==> config.mk <==
export PLATFORM = sky130hd
export DESIGN_NAME = atp_aux_timer_pair
export DESIGN_NICKNAME = d
export VERILOG_FILES = /design/src/include/atp_pkg.sv /design/src/core/atp_trig_sel.sv /design/src/core/atp_prescaler.sv /design/src/core/atp_aux_timer_pair.sv
export VERILOG_INCLUDE_DIRS = /design/src /design/src/include
export SDC_FILE = /design/constraint.sdc
export NUM_CORES = 1
export LEC_CHECK = 0
export BUFFER_PORTS_ARGS = -buffer_cell sky130_fd_sc_hd__clkbuf_2
export CORE_MARGIN = 3
export CORE_UTILIZATION = 55
export CTS_BUF_LIST = sky130_fd_sc_hd__clkbuf_8 sky130_fd_sc_hd__clkbuf_16
export DETAILED_ROUTE_END_ITERATION = 6
export GPL_TIMING_DRIVEN = 1
export HOLD_SLACK_MARGIN = 0.1
export PLACE_DENSITY = 0.72
export RECOVER_POWER = 25
export SETUP_SLACK_MARGIN = 0.4
export SLEW_MARGIN = 20
export SYNTH_ARGS = -nofsm -noshare
export SYNTH_HDL_FRONTEND = slang
export SYNTH_HIERARCHICAL = 1
export SYNTH_SLANG_ARGS = --single-unit
==> constraint.sdc <==
create_clock -name i_core_clk -period 8.7 [get_ports i_core_clk]
set_clock_uncertainty 0.05 [all_clocks]
set_input_delay 0.87 -clock i_core_clk [delete_from_list [all_inputs] [get_ports i_core_clk]]
set_output_delay 0.87 -clock i_core_clk [all_outputs]
set_load 0.1 [all_outputs]
==> src/include/atp_consts.svh <==
// Register offsets, field positions and reset values of the auxiliary timer pair
`ifndef ATP_CONSTS_SVH
`define ATP_CONSTS_SVH

`define ATP_ADDR_W        4
`define ATP_DATA_W        16
`define ATP_ADDR_CTL_A    4'h0
`define ATP_ADDR_CTL_B    4'h1
`define ATP_ADDR_CNT_A    4'h2
`define ATP_ADDR_CNT_B    4'h3
`define ATP_ADDR_STATUS   4'h4

`define ATP_CTL_W         10
`define ATP_CTL_SEL_LSB   0
`define ATP_CTL_SEL_MSB   2
`define ATP_CTL_MODE_LSB  3
`define ATP_CTL_MODE_MSB  5
`define ATP_CTL_RUN       6
`define ATP_CTL_UD        7
`define ATP_CTL_UDE       8
`define ATP_CTL_RC        9
`define ATP_CTL_RESET     10'h000
`define ATP_CNT_RESET     16'h0000

`define ATP_PRE_W         10
`define ATP_PRE_BASE      3
`define ATP_PRE_STEPS     8

`endif

==> src/include/atp_pkg.sv <==
// Types shared by the auxiliary timer pair
package atp_pkg;
	typedef enum logic [2:0] {
		ATP_MODE_TIMER    = 3'h0,
		ATP_MODE_COUNTER  = 3'h1,
		ATP_MODE_GATE_LOW = 3'h2,
		ATP_MODE_GATE_HI  = 3'h3,
		ATP_MODE_RELOAD   = 3'h4
	} atp_mode_t;
endpackage

==> src/core/atp_trig_sel.sv <==
// Count and reload trigger selection from the 3-bit input-select field
`timescale 1ns/1ps
module atp_trig_sel (
	input  wire logic [2:0] i_sel,
	input  wire logic       i_ext_rise,
	input  wire logic       i_ext_fall,
	input  wire logic       i_otl_rise,
	input  wire logic       i_otl_fall,
	output logic            o_trig
);
	logic rise;
	logic fall;

	// Bit 2 picks latch over external input; x00 gives no trigger at all
	always_comb begin
		rise   = i_sel[2] ? i_otl_rise : i_ext_rise;
		fall   = i_sel[2] ? i_otl_fall : i_ext_fall;
		o_trig = (i_sel[0] & rise) | (i_sel[1] & fall);
	end
endmodule

==> src/core/atp_prescaler.sv <==
// Free-running prescaler giving one tick per 8, 16 ... 1024 timer clocks
`timescale 1ns/1ps
`include "atp_consts.svh"
module atp_prescaler (
	input  wire logic                      i_core_clk,
	input  wire logic                      i_reset_n,
	output logic [`ATP_PRE_STEPS-1:0]      o_tick
);
	logic [`ATP_PRE_W-1:0] pre_q;
	logic [`ATP_PRE_W-1:0] pre_d;

	always_comb begin
		pre_d = pre_q + `ATP_PRE_W'(1);
	end

	always_ff @(posedge i_core_clk or negedge i_reset_n) begin
		if (!i_reset_n) begin
			pre_q <= '0;
		end else begin
			pre_q <= pre_d;
		end
	end

	for (genvar k = 0; k < `ATP_PRE_STEPS; k++) begin : g_tick
		assign o_tick[k] = &pre_q[k+`ATP_PRE_BASE-1:0];
	end
endmodule

==> src/core/atp_aux_timer_pair.sv <==
// Two auxiliary 16-bit timers chained to and reloading an outside core timer
// Contract
// Each aux timer runs by its run bit, or core run bit when remote set.
// Timer and gated modes count like the core; no output, no toggle latch.
// Input select x00 off, 001-011 external edges, 101-111 latch edges.
// Only overflow-caused latch changes count or reload; software writes never.
// External count input level holds at least 4 clocks; rate max clock/8.
// Timer A in counter mode counts only on overflow-caused latch changes.
// Both latch edges selected: advance every core overflow, 32-bit chain.
// Single latch edge selected: advance every second overflow, 33-bit chain.
// Chained timers keep their own count directions independently.
// Mode 100 copies the aux value into the core timer on each trigger.
// A timer in reload mode never counts, whatever its run bit.
// Each reload sets the irq flag of the timer that supplied the value.
// Latch-triggered reload also raises the core irq flag.
// Timer A reloads only on the core overflow signal.
// Toggle latch reaches the core output line only with output enable 1.
// Same reload trigger on both: timer A ignored, core loaded from timer B.
// Both control registers share one layout, common bits in common places.
// Gated mode counts only while run bit is 1 and gate active.
// Gated 010 counts on low gate level, 011 on high gate level.
// Each counter event steps the 16-bit count by one, wrapping at limits.
`timescale 1ns/1ps
`include "atp_consts.svh"
module atp_aux_timer_pair (
	input  wire logic                     i_core_clk,
	input  wire logic                     i_reset_n,
	input  wire logic [`ATP_ADDR_W-1:0]   i_addr,
	input  wire logic [`ATP_DATA_W-1:0]   i_wdata,
	input  wire logic                     i_wr,
	input  wire logic                     i_rd,
	output logic      [`ATP_DATA_W-1:0]   o_rdata,
	input  wire logic                     i_aux_b_count_input,
	input  wire logic                     i_aux_a_direction_input,
	input  wire logic                     i_core_run_bit,
	input  wire logic                     i_core_toggle_latch,
	input  wire logic                     i_core_overflow_signal,
	input  wire logic                     i_core_output_enable,
	output logic                          o_core_output_line,
	output logic                          o_core_reload,
	output logic      [`ATP_DATA_W-1:0]   o_core_reload_value,
	output logic                          o_core_irq_set,
	output logic                          o_aux_a_irq_flag,
	output logic                          o_aux_b_irq_flag
);
	logic [`ATP_CTL_W-1:0]   ctl_q [2];
	logic [`ATP_CTL_W-1:0]   ctl_d [2];
	logic [`ATP_DATA_W-1:0]  cnt_q [2];
	logic [`ATP_DATA_W-1:0]  cnt_d [2];
	logic [1:0]              irq_q;
	logic [1:0]              irq_d;
	logic [1:0]              trig;
	logic [1:0]              rl_trig;
	logic [1:0]              rl_fire;
	logic [1:0]              step;
	logic [1:0]              ext_lvl;
	logic [1:0]              dir_in;
	logic [`ATP_PRE_STEPS-1:0] tick;
	logic                    ext_prev_q;
	logic                    ext_prev_d;
	logic                    ext_rise;
	logic                    ext_fall;
	logic                    otl_rise;
	logic                    otl_fall;
	logic                    wr_status;
	logic [`ATP_DATA_W-1:0]  rdata_d;
	logic                    out_line_d;
	logic                    reload_d;
	logic [`ATP_DATA_W-1:0]  reload_val_d;
	logic                    core_irq_d;

	atp_prescaler u_pre (
		.i_core_clk (i_core_clk),
		.i_reset_n  (i_reset_n),
		.o_tick     (tick)
	);

	// Timer A has no count input of its own, so its external edges never occur
	assign ext_lvl = {i_aux_b_count_input, 1'b0};
	assign dir_in  = {1'b0, i_aux_a_direction_input};

	// Input is taken as synchronous; the source keeps levels 4 clocks or more
	always_comb begin
		ext_prev_d = i_aux_b_count_input;
		ext_rise   = i_aux_b_count_input & ~ext_prev_q;
		ext_fall   = ~i_aux_b_count_input & ext_prev_q;
		// Latch edges come only from the overflow pulse, so software writes
		// to the latch outside are invisible here
		otl_rise   = i_core_overflow_signal & ~i_core_toggle_latch;
		otl_fall   = i_core_overflow_signal & i_core_toggle_latch;
	end

	always_ff @(posedge i_core_clk or negedge i_reset_n) begin
		if (!i_reset_n) begin
			ext_prev_q <= 1'b0;
		end else begin
			ext_prev_q <= ext_prev_d;
		end
	end

	for (genvar i = 0; i < 2; i++) begin : g_aux
		logic [2:0] sel;
		logic       run;
		logic       down;
		logic       gate_on;
		logic       own_ext_rise;
		logic       own_ext_fall;
		logic       wr_ctl;
		logic       wr_cnt;

		assign own_ext_rise = (i == 1) ? ext_rise : 1'b0;
		assign own_ext_fall = (i == 1) ? ext_fall : 1'b0;

		atp_trig_sel u_sel (
			.i_sel      (sel),
			.i_ext_rise (own_ext_rise),
			.i_ext_fall (own_ext_fall),
			.i_otl_rise (otl_rise),
			.i_otl_fall (otl_fall),
			.o_trig     (trig[i])
		);

		always_comb begin
			// Same field positions in both control registers
			sel     = ctl_q[i][`ATP_CTL_SEL_MSB:`ATP_CTL_SEL_LSB];
			run     = ctl_q[i][`ATP_CTL_RC] ? i_core_run_bit
			                                : ctl_q[i][`ATP_CTL_RUN];
			// Direction is private to each timer, also when chained
			down    = ctl_q[i][`ATP_CTL_UD] ^ (ctl_q[i][`ATP_CTL_UDE] & dir_in[i]);
			wr_ctl  = i_wr & (i_addr == ((i == 0) ? `ATP_ADDR_CTL_A : `ATP_ADDR_CTL_B));
			wr_cnt  = i_wr & (i_addr == ((i == 0) ? `ATP_ADDR_CNT_A : `ATP_ADDR_CNT_B));
			gate_on = 1'b0;
			step[i] = 1'b0;
			rl_trig[i] = 1'b0;
			unique case (ctl_q[i][`ATP_CTL_MODE_MSB:`ATP_CTL_MODE_LSB])
				atp_pkg::ATP_MODE_TIMER: begin
					step[i] = run & tick[sel];
				end
				atp_pkg::ATP_MODE_GATE_LOW: begin
					gate_on = ~ext_lvl[i];
					step[i] = run & gate_on & tick[sel];
				end
				atp_pkg::ATP_MODE_GATE_HI: begin
					gate_on = ext_lvl[i];
					step[i] = run & gate_on & tick[sel];
				end
				atp_pkg::ATP_MODE_COUNTER: begin
					step[i] = run & trig[i];
				end
				atp_pkg::ATP_MODE_RELOAD: begin
					// The count holds still here whatever the run bit says
					rl_trig[i] = trig[i];
				end
				default: begin
					// Reserved codes 101 to 111 leave the timer stopped
					step[i] = 1'b0;
				end
			endcase
			ctl_d[i] = wr_ctl ? i_wdata[`ATP_CTL_W-1:0] : ctl_q[i];
			if (wr_cnt) begin
				cnt_d[i] = i_wdata;
			end else if (step[i]) begin
				cnt_d[i] = down ? cnt_q[i] - `ATP_DATA_W'(1)
				                : cnt_q[i] + `ATP_DATA_W'(1);
			end else begin
				cnt_d[i] = cnt_q[i];
			end
		end

		always_ff @(posedge i_core_clk or negedge i_reset_n) begin
			if (!i_reset_n) begin
				ctl_q[i] <= `ATP_CTL_RESET;
				cnt_q[i] <= `ATP_CNT_RESET;
			end else begin
				ctl_q[i] <= ctl_d[i];
				cnt_q[i] <= cnt_d[i];
			end
		end
	end

	always_comb begin
		// On a shared trigger timer B wins and timer A is simply dropped
		rl_fire[1]   = rl_trig[1];
		rl_fire[0]   = rl_trig[0] & ~rl_trig[1];
		reload_d     = rl_trig[0] | rl_trig[1];
		reload_val_d = rl_trig[1] ? cnt_q[1] : cnt_q[0];
		core_irq_d   = (rl_fire[0] & ctl_q[0][`ATP_CTL_SEL_MSB])
		             | (rl_fire[1] & ctl_q[1][`ATP_CTL_SEL_MSB]);
		out_line_d   = i_core_toggle_latch & i_core_output_enable;
		wr_status    = i_wr & (i_addr == `ATP_ADDR_STATUS);
		// Write one to clear; a reload in the same cycle keeps its flag
		irq_d        = (irq_q & ~({2{wr_status}} & i_wdata[1:0])) | rl_fire;
		rdata_d      = '0;
		if (i_rd) begin
			unique case (i_addr)
				`ATP_ADDR_CTL_A:  rdata_d = `ATP_DATA_W'(ctl_q[0]);
				`ATP_ADDR_CTL_B:  rdata_d = `ATP_DATA_W'(ctl_q[1]);
				`ATP_ADDR_CNT_A:  rdata_d = cnt_q[0];
				`ATP_ADDR_CNT_B:  rdata_d = cnt_q[1];
				`ATP_ADDR_STATUS: rdata_d = {14'h0000, irq_q};
				default:          rdata_d = '0;
			endcase
		end
	end

	always_ff @(posedge i_core_clk or negedge i_reset_n) begin
		if (!i_reset_n) begin
			irq_q               <= 2'h0;
			o_rdata             <= '0;
			o_core_output_line  <= 1'b0;
			o_core_reload       <= 1'b0;
			o_core_reload_value <= '0;
			o_core_irq_set      <= 1'b0;
		end else begin
			irq_q               <= irq_d;
			o_rdata             <= rdata_d;
			o_core_output_line  <= out_line_d;
			o_core_reload       <= reload_d;
			o_core_reload_value <= reload_val_d;
			o_core_irq_set      <= core_irq_d;
		end
	end

	assign o_aux_a_irq_flag = irq_q[0];
	assign o_aux_b_irq_flag = irq_q[1];
endmodule

Word-level counts from Yosys, hierarchy flattened. Index checks and enable logic that the tools add are counted.

Memories: 0. RAM bits: 0. ROM bits: 0. Flip-flop bits (word level): 100. Latch bits: 0. Output and inout port bits: 37.

Div/mod/pow operators: 0. Multiply operators: 0. Magnitude comparators: 2. Shift operators: 0. Bitwise gates (word level): 39. Muxes and demuxes: 23. Equality and inequality tests: 11. $add $sub $neg: 5. Reductions and logical operators: 14.

Operator list (count): $mux W16 (8); $pmux W16 S5 (1); $add A16 B1 Y16 const B (2); $sub A16 B1 Y16 const B (2); $and A1 B1 Y1 (26); $add A10 B1 Y10 const B (1); $mux W1 (10); $reduce_and A10 Y1 (1); $eq A3 B2 Y1 const B (3); $reduce_and A9 Y1 (1); $eq A4 B2 Y1 const B (2); $lt A3 B4 Y1 const B (2); $reduce_and A8 Y1 (1); $reduce_and A7 Y1 (1); $bmux W1 S3 (2); $eq A3 B1 Y1 const B (2); $eq A3 B3 Y1 const B (2); $logic_not A3 Y1 (2); $reduce_and A6 Y1 (1); $reduce_and A5 Y1 (1); $and A2 B2 Y2 (2); $eq A4 B1 Y1 const B (1); $eq A4 B3 Y1 const B (1); $logic_not A4 Y1 (1); 11 further kinds (18).

Depth between registers and ports, before layout. Gate-level depths: netlist of run 1.

Depth in word-level cells: 10. Mapped depth: 13.

Hierarchy. Netlist of run 1, hierarchy kept.

Modules (own cells, without submodules): atp_aux_timer_pair (times used 1, cells each 571, area each 5639.2 µm², seq. area each 2252.2 µm²); atp_prescaler (times used 1, cells each 34, area each 434.2 µm², seq. area each 250.2 µm²); atp_trig_sel (times used 2, cells each 3, area each 31.3 µm², seq. area each 0.0 µm²).

Worst setup path before layout of run 1. Ideal clock, no wire load.

Path type: in2reg. Start point: input i_aux_a_direction_input. End point: register cnt_q[27] (netlist bit). Required time: 8.526 ns. Data arrival time: 3.401 ns. Path slack: 5.124 ns. Stages: 10. Library setup time: 0.124 ns. Path through: nand2_1 > xnor2_1 > ha_1 > a21o_1 > a21oi_1 > a21oi_1 > or2_2 > a31oi_1 > mux2i_1 > a21oi_1.

Cells in the longest elaborated chain, start to end: 5.

RTL lines: start, declared (RTL line atp_aux_timer_pair.sv:34) `input wire logic i_aux_a_direction_input,`; $and A1 B1 Y1 (RTL line atp_aux_timer_pair.sv:129) `` down = ctl_q[i][`ATP_CTL_UD] ^ (ctl_q[i][`ATP_CTL_UDE] & dir_in[i]); ``; $xor A1 B1 Y1 (RTL line atp_aux_timer_pair.sv:129); $mux W16 (RTL line atp_aux_timer_pair.sv:163) `` cnt_d[i] = down ? cnt_q[i] - `ATP_DATA_W'(1) ``; $mux W16 (RTL line atp_aux_timer_pair.sv:162) `end else if (step[i]) begin`; $mux W16 (RTL line atp_aux_timer_pair.sv:160) `if (wr_cnt) begin`; end signal, assigned by index (RTL line atp_aux_timer_pair.sv:173) `` cnt_q[i] <= `ATP_CNT_RESET; ``; end signal, assigned by index (RTL line atp_aux_timer_pair.sv:176) `cnt_q[i] <= cnt_d[i];`; end, declared (RTL line atp_aux_timer_pair.sv:48) `` logic [`ATP_DATA_W-1:0] cnt_q [2]; ``.

No other way between the ends. The select of a mux whose other input is x is not followed. A chain may end at the register's enable or synchronous reset.

Worst setup path after layout of run 1.
Start point: register u_pre.pre_q[0]. End point: register cnt_q[18] (netlist bit).

Cells in the longest elaborated chain, start to end: 6.

RTL lines: start, declared (RTL line atp_prescaler.sv:9) `` logic [`ATP_PRE_W-1:0] pre_q; ``; start signal, assigned (RTL line atp_prescaler.sv:20) `pre_q <= pre_d;`; $reduce_and A7 Y1 (RTL line atp_prescaler.sv:25) `` assign o_tick[k] = &pre_q[k+`ATP_PRE_BASE-1:0]; ``; net tick[4] (RTL line atp_aux_timer_pair.sv:58) `` logic [`ATP_PRE_STEPS-1:0] tick; ``; $bmux W1 S3; $mux W1 (not written as such) (RTL line atp_aux_timer_pair.sv:137, atp_aux_timer_pair.sv:141); $and A1 B1 Y1 (RTL line atp_aux_timer_pair.sv:137, atp_aux_timer_pair.sv:141); $pmux W1 S2 (RTL line atp_aux_timer_pair.sv:135) `` unique case (ctl_q[i][`ATP_CTL_MODE_MSB:`ATP_CTL_MODE_LSB]) ``; $reduce_bool A2 Y1 (no source line).

The timed path passes the listed nets, and every way through them passes these cells. The select of a mux whose other input is x is not followed.

==> results of run 1 <==
-- cell type report --
cell class                      count  area [sq um]
Inverter                           17          63.8
Clock inverter                      6          63.8
Fill cell                         877          3850
Clock buffer                       10           138
Multi-Input combinational cell    472          3460
Timing Repair Buffer               69           348
Sequential cell                   100          2500
Tap cell                          136           170
-- cell families (layout without fill, tap and decap cells) --
group,after synthesis,in the layout,share of synthesized area [%]
DFF,100,100,40.8
other,1,2,0.0611
muxes,73,73,14.9
and+or+nand+nor,190,190,15.0
xor gates and xnor gates,26,26,3.71
adders and majority gates,36,36,7.59
AOI/OAI and AO/OA,145,145,14.8
buffers and inverters,40,102,3.10
-- through the flow --
step | instance area (sq um) | instances
after floorplan | 6140 | 612
after global placement | 6560 | 794
after detailed placement | 6560 | 794
after CTS | 6760 | 810
after global routing | 6750 | 810
final | 6750 | 810
-- cells in the final DEF, fill, tap and decap left out, types with 3 or more instances in the layout --
| cell | count |
|---|---|
| sky130_fd_sc_hd__o21ai_0 | 31 |
| sky130_fd_sc_hd__mux2_2 | 36 |
| sky130_fd_sc_hd__o21a_1 | 4 |
| sky130_fd_sc_hd__and2_1 | 5 |
| sky130_fd_sc_hd__buf_4 | 3 |
| sky130_fd_sc_hd__nand2_1 | 64 |
| sky130_fd_sc_hd__o21ai_2 | 3 |
| sky130_fd_sc_hd__a21oi_1 | 50 |
| sky130_fd_sc_hd__a22oi_1 | 6 |
| sky130_fd_sc_hd__a21o_1 | 14 |
| sky130_fd_sc_hd__xnor2_1 | 12 |
| sky130_fd_sc_hd__nand3b_1 | 4 |
| sky130_fd_sc_hd__nor2b_1 | 8 |
| sky130_fd_sc_hd__nand4_1 | 6 |
| sky130_fd_sc_hd__dfrtp_1 | 100 |
| sky130_fd_sc_hd__clkbuf_8 | 10 |
| sky130_fd_sc_hd__xor2_1 | 14 |
| sky130_fd_sc_hd__and3_1 | 12 |
| sky130_fd_sc_hd__inv_1 | 18 |
| sky130_fd_sc_hd__clkbuf_2 | 62 |
| sky130_fd_sc_hd__clkbuf_1 | 4 |
| sky130_fd_sc_hd__ha_1 | 34 |
| sky130_fd_sc_hd__nor2_1 | 48 |
| sky130_fd_sc_hd__nor3_1 | 7 |
| sky130_fd_sc_hd__nand3_1 | 20 |
| sky130_fd_sc_hd__mux2i_1 | 24 |
| sky130_fd_sc_hd__mux4_2 | 8 |
| sky130_fd_sc_hd__a31oi_1 | 3 |
| sky130_fd_sc_hd__o21ai_1 | 6 |
| sky130_fd_sc_hd__a22o_1 | 3 |
| sky130_fd_sc_hd__a211oi_1 | 4 |
-- registers in the layout, indices dropped and copies added, names as in the netlist --
register / cells
o_core_irq_set: 1
o_rdata: 16
o_core_reload: 1
cnt_q: 32
u_pre/pre_q: 10
ctl_q: 20
o_core_reload_value: 16
o_core_output_line: 1
ext_prev_q: 1
irq_q: 2
-- metal layers --
metal / up-vias / part of all wire (%) / GRT usage (%) / wire (microns)
met5: - / 0 / 0 / 0
met4: 0 / 1.4 / 8.92 / 225
met2: 192 / 48 / 41.0 / 7440
met1: 2487 / 44 / 37.6 / 6780
li1: 2325 / - / - / -
met3: 25 / 7.2 / 2.55 / 1130
-- worst max-delay path by stage --
stage / from / end / cells after the start
2_1_floorplan: i_aux_a_direction_input / cnt_q[27] / 10
3_3_place_gp: i_aux_a_direction_input / cnt_q[27] / 12
3_5_place_dp: i_aux_a_direction_input / cnt_q[30] / 13
4_1_cts: u_pre/pre_q[0] / cnt_q[19] / 11
5_1_grt: u_pre/pre_q[0] / cnt_q[19] / 11
6_report: u_pre/pre_q[0] / cnt_q[18] / 11
-- report_power, final --
part           switching, uW  leakage, uW  internal (uW)
registers                163      0.00125            601
clock network            170     0.000104            141
logic                    891      0.00183            475
==> impl_metrics.tcl, run 1 <==
set metrics [dict create \
    status "finished, violations left" \
    failed_checks "capacitance limit, slew limit" \
    grt_total_ovfl 0 \
    latest_clock_arrival_within_the_worst_skew_pair_ns 0.38 \
    wire_per_inst_microns 19.2 \
    post-dp-hpwl_microns 11300 \
    timing_worst_slew_pin_value_ns 2.16 \
    final_gp_congestion 0.889 \
    number_of_flops_mapped_to_enable_cells_by_yosys 0 \
    cts_made_buffers 9 \
    ys_seq_elements 100 \
    cts-root-buf "sky130_fd_sc_hd__clkbuf_8" \
    power_density_relative_to_cell_area_nw_per_um2 362 \
    p_leak_uw 0.00318 \
    final-setup-viol-count 0 \
    worst_ir_drop_vdd_mv 0.227 \
    cts_htree_levels 3 \
    drc 0 \
    postSynthCellCount 611 \
    cp_data_required_time_ns 8.89 \
    vias_per_cell 6.21 \
    final_antenna_net_count 0 \
    ys_top_cells_by_count "sky130_fd_sc_hd__dfrtp_1 (100), sky130_fd_sc_hd__nand2_1 (64), sky130_fd_sc_hd__a21oi_1 (50)" \
    initial_core_util_pct 57.9 \
    synth_top_flop_cell "sky130_fd_sc_hd__dfrtp_1" \
    antenna_found_initial 0 \
    finalCoreUtilization_pct 63.6 \
    clkSlewWorstSetupHoldPaths_ns 0.10 \
    floorplan.io_pins 67 \
    overall_via_count_from_detail_route 5029 \
    grt_first_pass_wirelength_microns 25900 \
    crit_top_cell "sky130_fd_sc_hd__ha_1" \
    synth.largest_area_cell "sky130_fd_sc_hd__dfrtp_1" \
    hold_path_end "u_pre/pre_q[6]" \
    setup_total_negative_slack_ns 0 \
    hold_buffers 0 \
    drtPass1Iterations 5 \
    critPathBufInv 0 \
    whs_path_cells 1 \
    arrival_ns 3.46 \
    timing.critical_path.from_type "flip-flop" \
    critical_path.reg2reg.endpoint "cnt_q[18]" \
    antenna_cells 0 \
    hold_path.class "flip-flop to flip-flop" \
    hp-start "u_pre/pre_q[6]" \
    standard_cell_rows 37 \
    die_width_microns 112 \
    postCtsResizedCells 0 \
    die_area_sq_um 12500 \
    max_freq_mhz 305 \
    first_global_vias 5022 \
    die_h_microns 112 \
    critPathMaxStageDelay_ns 0.67 \
    overall_routing_resource_usage_pct 26.0 \
    yosys-top-cells-area "sky130_fd_sc_hd__dfrtp_1 (41%), sky130_fd_sc_hd__ha_1 (6.9%), sky130_fd_sc_hd__mux2_2 (6.6%), sky130_fd_sc_hd__a21oi_1 (4.1%), sky130_fd_sc_hd__mux2i_1 (3.9%)" \
    total_power_uw 2440 \
    port-buffer-count 66 \
    hold_slack_ns 0.422 \
    period_share_pct 37.7 \
    syn_area_per_cell_sq_um 10.0 \
    worst_r2r_startpoint "u_pre/pre_q[0]" \
    most_frequent_cell_after_synthesis "sky130_fd_sc_hd__dfrtp_1" \
    rsz0062_at_grt "false" \
    r2r_cells 11 \
    setup_ws_ns 5.42 \
    clock-sinks 100 \
    seq_area_frac_synth_pct 40.8 \
    crit_type "flip-flop to flip-flop" \
    crit_path_cell_trace "ha_1, nand3_1, nor2_1, and2_0, ha_1, mux4_1, mux2_4, o21ai_4, nor3_1, a21oi_1, o21ai_1" \
    timing_max_transition_violations_final 41 \
    drtIter0Drc 483 \
    p_r_area_growth_vs_syn_pct 9.97 \
    fin_nets 735 \
    drt-total-wl_microns 15600 \
    yosysTopAreaCellShare_pct 40.8 \
    hold_viol_final 0 \
    timing.reg2reg.setup_slack_ns 5.42 \
    maximum_number_of_pins_on_one_net_before_global_route_repair 62 \
    final_layout_size_suffix_gt1_share_pct 20.6 \
    maxCapViolCount 1 \
    cp-end-kind "flip-flop" \
    coreArea_sq_um 10600 \
    post_synth_num_cell_types 69 \
    maxSlewHeadroom_pct -43.8 \
    cts_post_setup_buffers_inserted 0 \
    ctsLongestPathBuffers 2 \
    delay_heaviest_family_cp "compound AO/OA/AOI/OAI gates" \
    place_ws_ns 5.39 \
    cp_max_fo 33 \
    ys_async_sr_fraction_pct 100 \
    cpMaxStageDelayCell "sky130_fd_sc_hd__o21ai_4" \
    syn_area_sq_um 6140 \
    synth-warning-count 6 \
    tritoncts "yes" \
    post-route-min-period_ns 3.28 \
]
Power figures use the tool's default switching activity.
==> inputs of run 2 (changes only) <==
--- a/config.mk
+++ b/config.mk
@@ -6,6 +6,7 @@
 export SDC_FILE = /design/constraint.sdc
 export NUM_CORES = 1
 export LEC_CHECK = 0
+export ABC_AREA = 1
 export BUFFER_PORTS_ARGS = -buffer_cell sky130_fd_sc_hd__clkbuf_2
 export CORE_MARGIN = 3
 export CORE_UTILIZATION = 55
==> constraint.sdc (replaced) <==
create_clock -name i_core_clk -period 3.1 [get_ports i_core_clk]
set_clock_uncertainty 0.05 [all_clocks]
set_input_delay 0.31 -clock i_core_clk [delete_from_list [all_inputs] [get_ports i_core_clk]]
set_output_delay 0.31 -clock i_core_clk [all_outputs]
set_load 0.1 [all_outputs]
==> impl_metrics.tcl, run 2 <==
set metrics [dict create \
    r2r_cells 14 \
    fin_nets 1075 \
    mostFrequentLayoutCell "sky130_fd_sc_hd__nand2_1" \
    yosys-top-cells-area "sky130_fd_sc_hd__dfrtp_1 (38%), sky130_fd_sc_hd__nand2_1 (19%), sky130_fd_sc_hd__inv_1 (8.2%), sky130_fd_sc_hd__ha_1 (6.5%), sky130_fd_sc_hd__nand3_1 (6.1%)" \
    period_share_pct 80.6 \
    worst_ir_drop_vdd_mv 0.744 \
    post-dp-hpwl_microns 13700 \
    grt_first_pass_wirelength_microns 28500 \
    hold_path.class "primary input to flip-flop" \
    cp_max_fo 7 \
    drtPass1Iterations 5 \
    timing.reg2reg.setup_slack_ns 0.60 \
    die_width_microns 115 \
    first_global_vias 5524 \
    syn_area_sq_um 6560 \
    cpMaxStageDelayCell "sky130_fd_sc_hd__dfrtp_1" \
    max_freq_mhz 400 \
    ys_top_cells_by_count "sky130_fd_sc_hd__nand2_1 (339), sky130_fd_sc_hd__inv_1 (143), sky130_fd_sc_hd__dfrtp_1 (100)" \
    most_frequent_cell_after_synthesis "sky130_fd_sc_hd__nand2_1" \
    antenna_found_initial 0 \
    cts_htree_levels 3 \
    power_density_relative_to_cell_area_nw_per_um2 969 \
    standard_cell_rows 39 \
    syn_area_per_cell_sq_um 7.04 \
    synth_top_flop_cell "sky130_fd_sc_hd__dfrtp_1" \
    clkSlewWorstSetupHoldPaths_ns 0.08 \
    most-common-layout-cells "sky130_fd_sc_hd__nand2_1 (337), sky130_fd_sc_hd__inv_1 (143), sky130_fd_sc_hd__dfrtp_1 (100)" \
    seq_area_frac_synth_pct 38.2 \
    synth.largest_area_cell "sky130_fd_sc_hd__dfrtp_1" \
    number_of_flip_flops_under_the_largest_register_name 32 \
    drc 0 \
    hold_viol_final 0 \
    critical_path.reg2reg.endpoint "cnt_q[31]" \
    ctsLongestPathBuffers 2 \
    overall_via_count_from_detail_route 6202 \
    maximum_number_of_pins_on_one_net_before_global_route_repair 52 \
    final-setup-viol-count 0 \
    timing_max_transition_violations_final 0 \
    hp-start "i_core_toggle_latch" \
    critPathMaxStageDelay_ns 0.42 \
    maxCapViolCount 0 \
    post_layout_inst_area_sq_um 7430 \
    initial_core_util_pct 56.9 \
    die_h_microns 115 \
    maxSlewHeadroom_pct 17.3 \
    final_gp_congestion 0.983 \
    vias_per_cell 5.36 \
    tritoncts "yes" \
    ys_async_sr_fraction_pct 100 \
    cts-root-buf "sky130_fd_sc_hd__clkbuf_16" \
    wire_per_inst_microns 15.6 \
    setup_total_negative_slack_ns 0 \
    p_leak_uw 0.00411 \
    placement.cell_area_sq_um 7010 \
    post-route-min-period_ns 2.50 \
    number_of_flops_mapped_to_enable_cells_by_yosys 0 \
    cts_made_buffers 9 \
    floorplan.io_pins 67 \
    largest_registers "cnt_q: 32 flops, ctl_q: 20 flops" \
    drtIter0Drc 460 \
    die_area_sq_um 13300 \
    port-buffer-count 66 \
    arrival_ns 2.69 \
    drt-total-wl_microns 18000 \
    whs_path_cells 3 \
    final_antenna_net_count 0 \
    yosysTopAreaCellShare_pct 38.2 \
    crit_path_cell_trace "nand2_1, nand2_1, nand2_2, clkinvlp_4, buf_4, ha_1, a21oi_1, o21ai_0, nor2_1, nand2_1, nand2_1, nand2_1, nand2_1, nand3_1" \
    synth-warning-count 6 \
    antenna_cells 0 \
    rsz0062_at_grt "false" \
    timing_worst_slew_pin_value_ns 1.24 \
    postSynthCellCount 931 \
    worst_r2r_startpoint "ctl_q[18]" \
    ys_seq_elements 100 \
    finalCoreUtilization_pct 64.5 \
    post_synth_num_cell_types 36 \
    hold_path_end "o_core_output_line" \
    clock-sinks 100 \
    status "finished, final reports clean" \
    cp-end-kind "flip-flop" \
    p_r_area_growth_vs_syn_pct 13.3 \
    grt_total_ovfl 0 \
    cp_data_required_time_ns 3.29 \
    regMostFlops "cnt_q" \
    crit_top_cell "sky130_fd_sc_hd__nand2_1" \
    timing.critical_path.from_type "flip-flop" \
    overall_routing_resource_usage_pct 27.7 \
    coreArea_sq_um 11500 \
    crit_type "flip-flop to flip-flop" \
    latest_clock_arrival_within_the_worst_skew_pair_ns 0.36 \
    final_layout_size_suffix_gt1_share_pct 12.9 \
]
-- run 2: worst max-delay path by stage --
| stage | startpoint | endpoint | slack [ns] | depth (start not counted) |
|---|---|---|---|---|
| global route | u_pre/pre_q[0] | cnt_q[16] | 0.38 | 15 |
| floorplan | ctl_q[18] | cnt_q[30] | 0.97 | 14 |
| global placement | u_pre/pre_q[0] | cnt_q[16] | 0.53 | 15 |
| CTS | u_pre/pre_q[0] | cnt_q[22] | 0.41 | 15 |
| detailed placement | u_pre/pre_q[0] | cnt_q[16] | 0.46 | 15 |
| finish | ctl_q[18] | cnt_q[31] | 0.60 | 14 |
-- run 2: power by group --
group	switching, uW	internal (uW)
sequential	406	1680
combinational	2830	1180
clock	533	576
-- run 2: area by class of cell --
class                   count  area, sq um
inverters                 148          559
well taps                 143          179
clock inverters             6         47.5
clock buffers              10          239
multi-input cells         666         3420
fillers                  1042         4080
flip-flops and latches    100         2500
repair inverters            1         7.51
repair buffers             83          477
-- run 2: timing repair --
action | 4_1_cts | 5_1_grt
hold buffers | 3 | 0
resized for setup | 0 | 11
hold endpoints to repair | 52 | 0
endpoints found under the setup margin | 0 | 44
buffers inserted | 0 | 9
-- run 2: worst max-delay path, delay by kind of cell, from the launching register on --
kind                       cells  cell delay, ns
adders and majority gates      1            0.37
and+or+nand+nor                9            0.80
DFF                            1            0.42
buffers and inverters          2            0.40
AOI/OAI and AO/OA              2            0.33
-- run 2: through the flow --
stage / worst slack (ns) / std cells / total power [uW] / hold WS (ns)
5_1_grt: 0.383 / 1157 / 7740 / 0.149
6_report: 0.602 / 1157 / 7200 / 0.135
3_3_place_gp: 0.531 / 1128 / 5970 / 0.327
3_5_place_dp: 0.464 / 1128 / 6000 / 0.325
2_1_floorplan: 0.968 / 932 / 5070 / -0.0356
4_1_cts: 0.408 / 1147 / 7120 / 0.125
-- run 2: logic make-up after synthesis --
group / after synthesis / synth area share (%)
DFF: 100 / 38.2
and+or+nand+nor: 494 / 32.3
AOI/OAI and AO/OA: 124 / 10.9
xor gates and xnor gates: 10 / 1.34
adders and majority gates: 36 / 7.10
buffers and inverters: 166 / 10.2
other: 1 / 0.0572
-- run 2: metal layers --
metal  vias to the layer above  track usage [%]  share of wire [%]
li1                       3114                -                  -
met1                      2808             38.5                 45
met2                       245             43.7                 46
met3                        35             5.16                7.0
met4                         0             9.55                2.7
met5                         -                0                  0
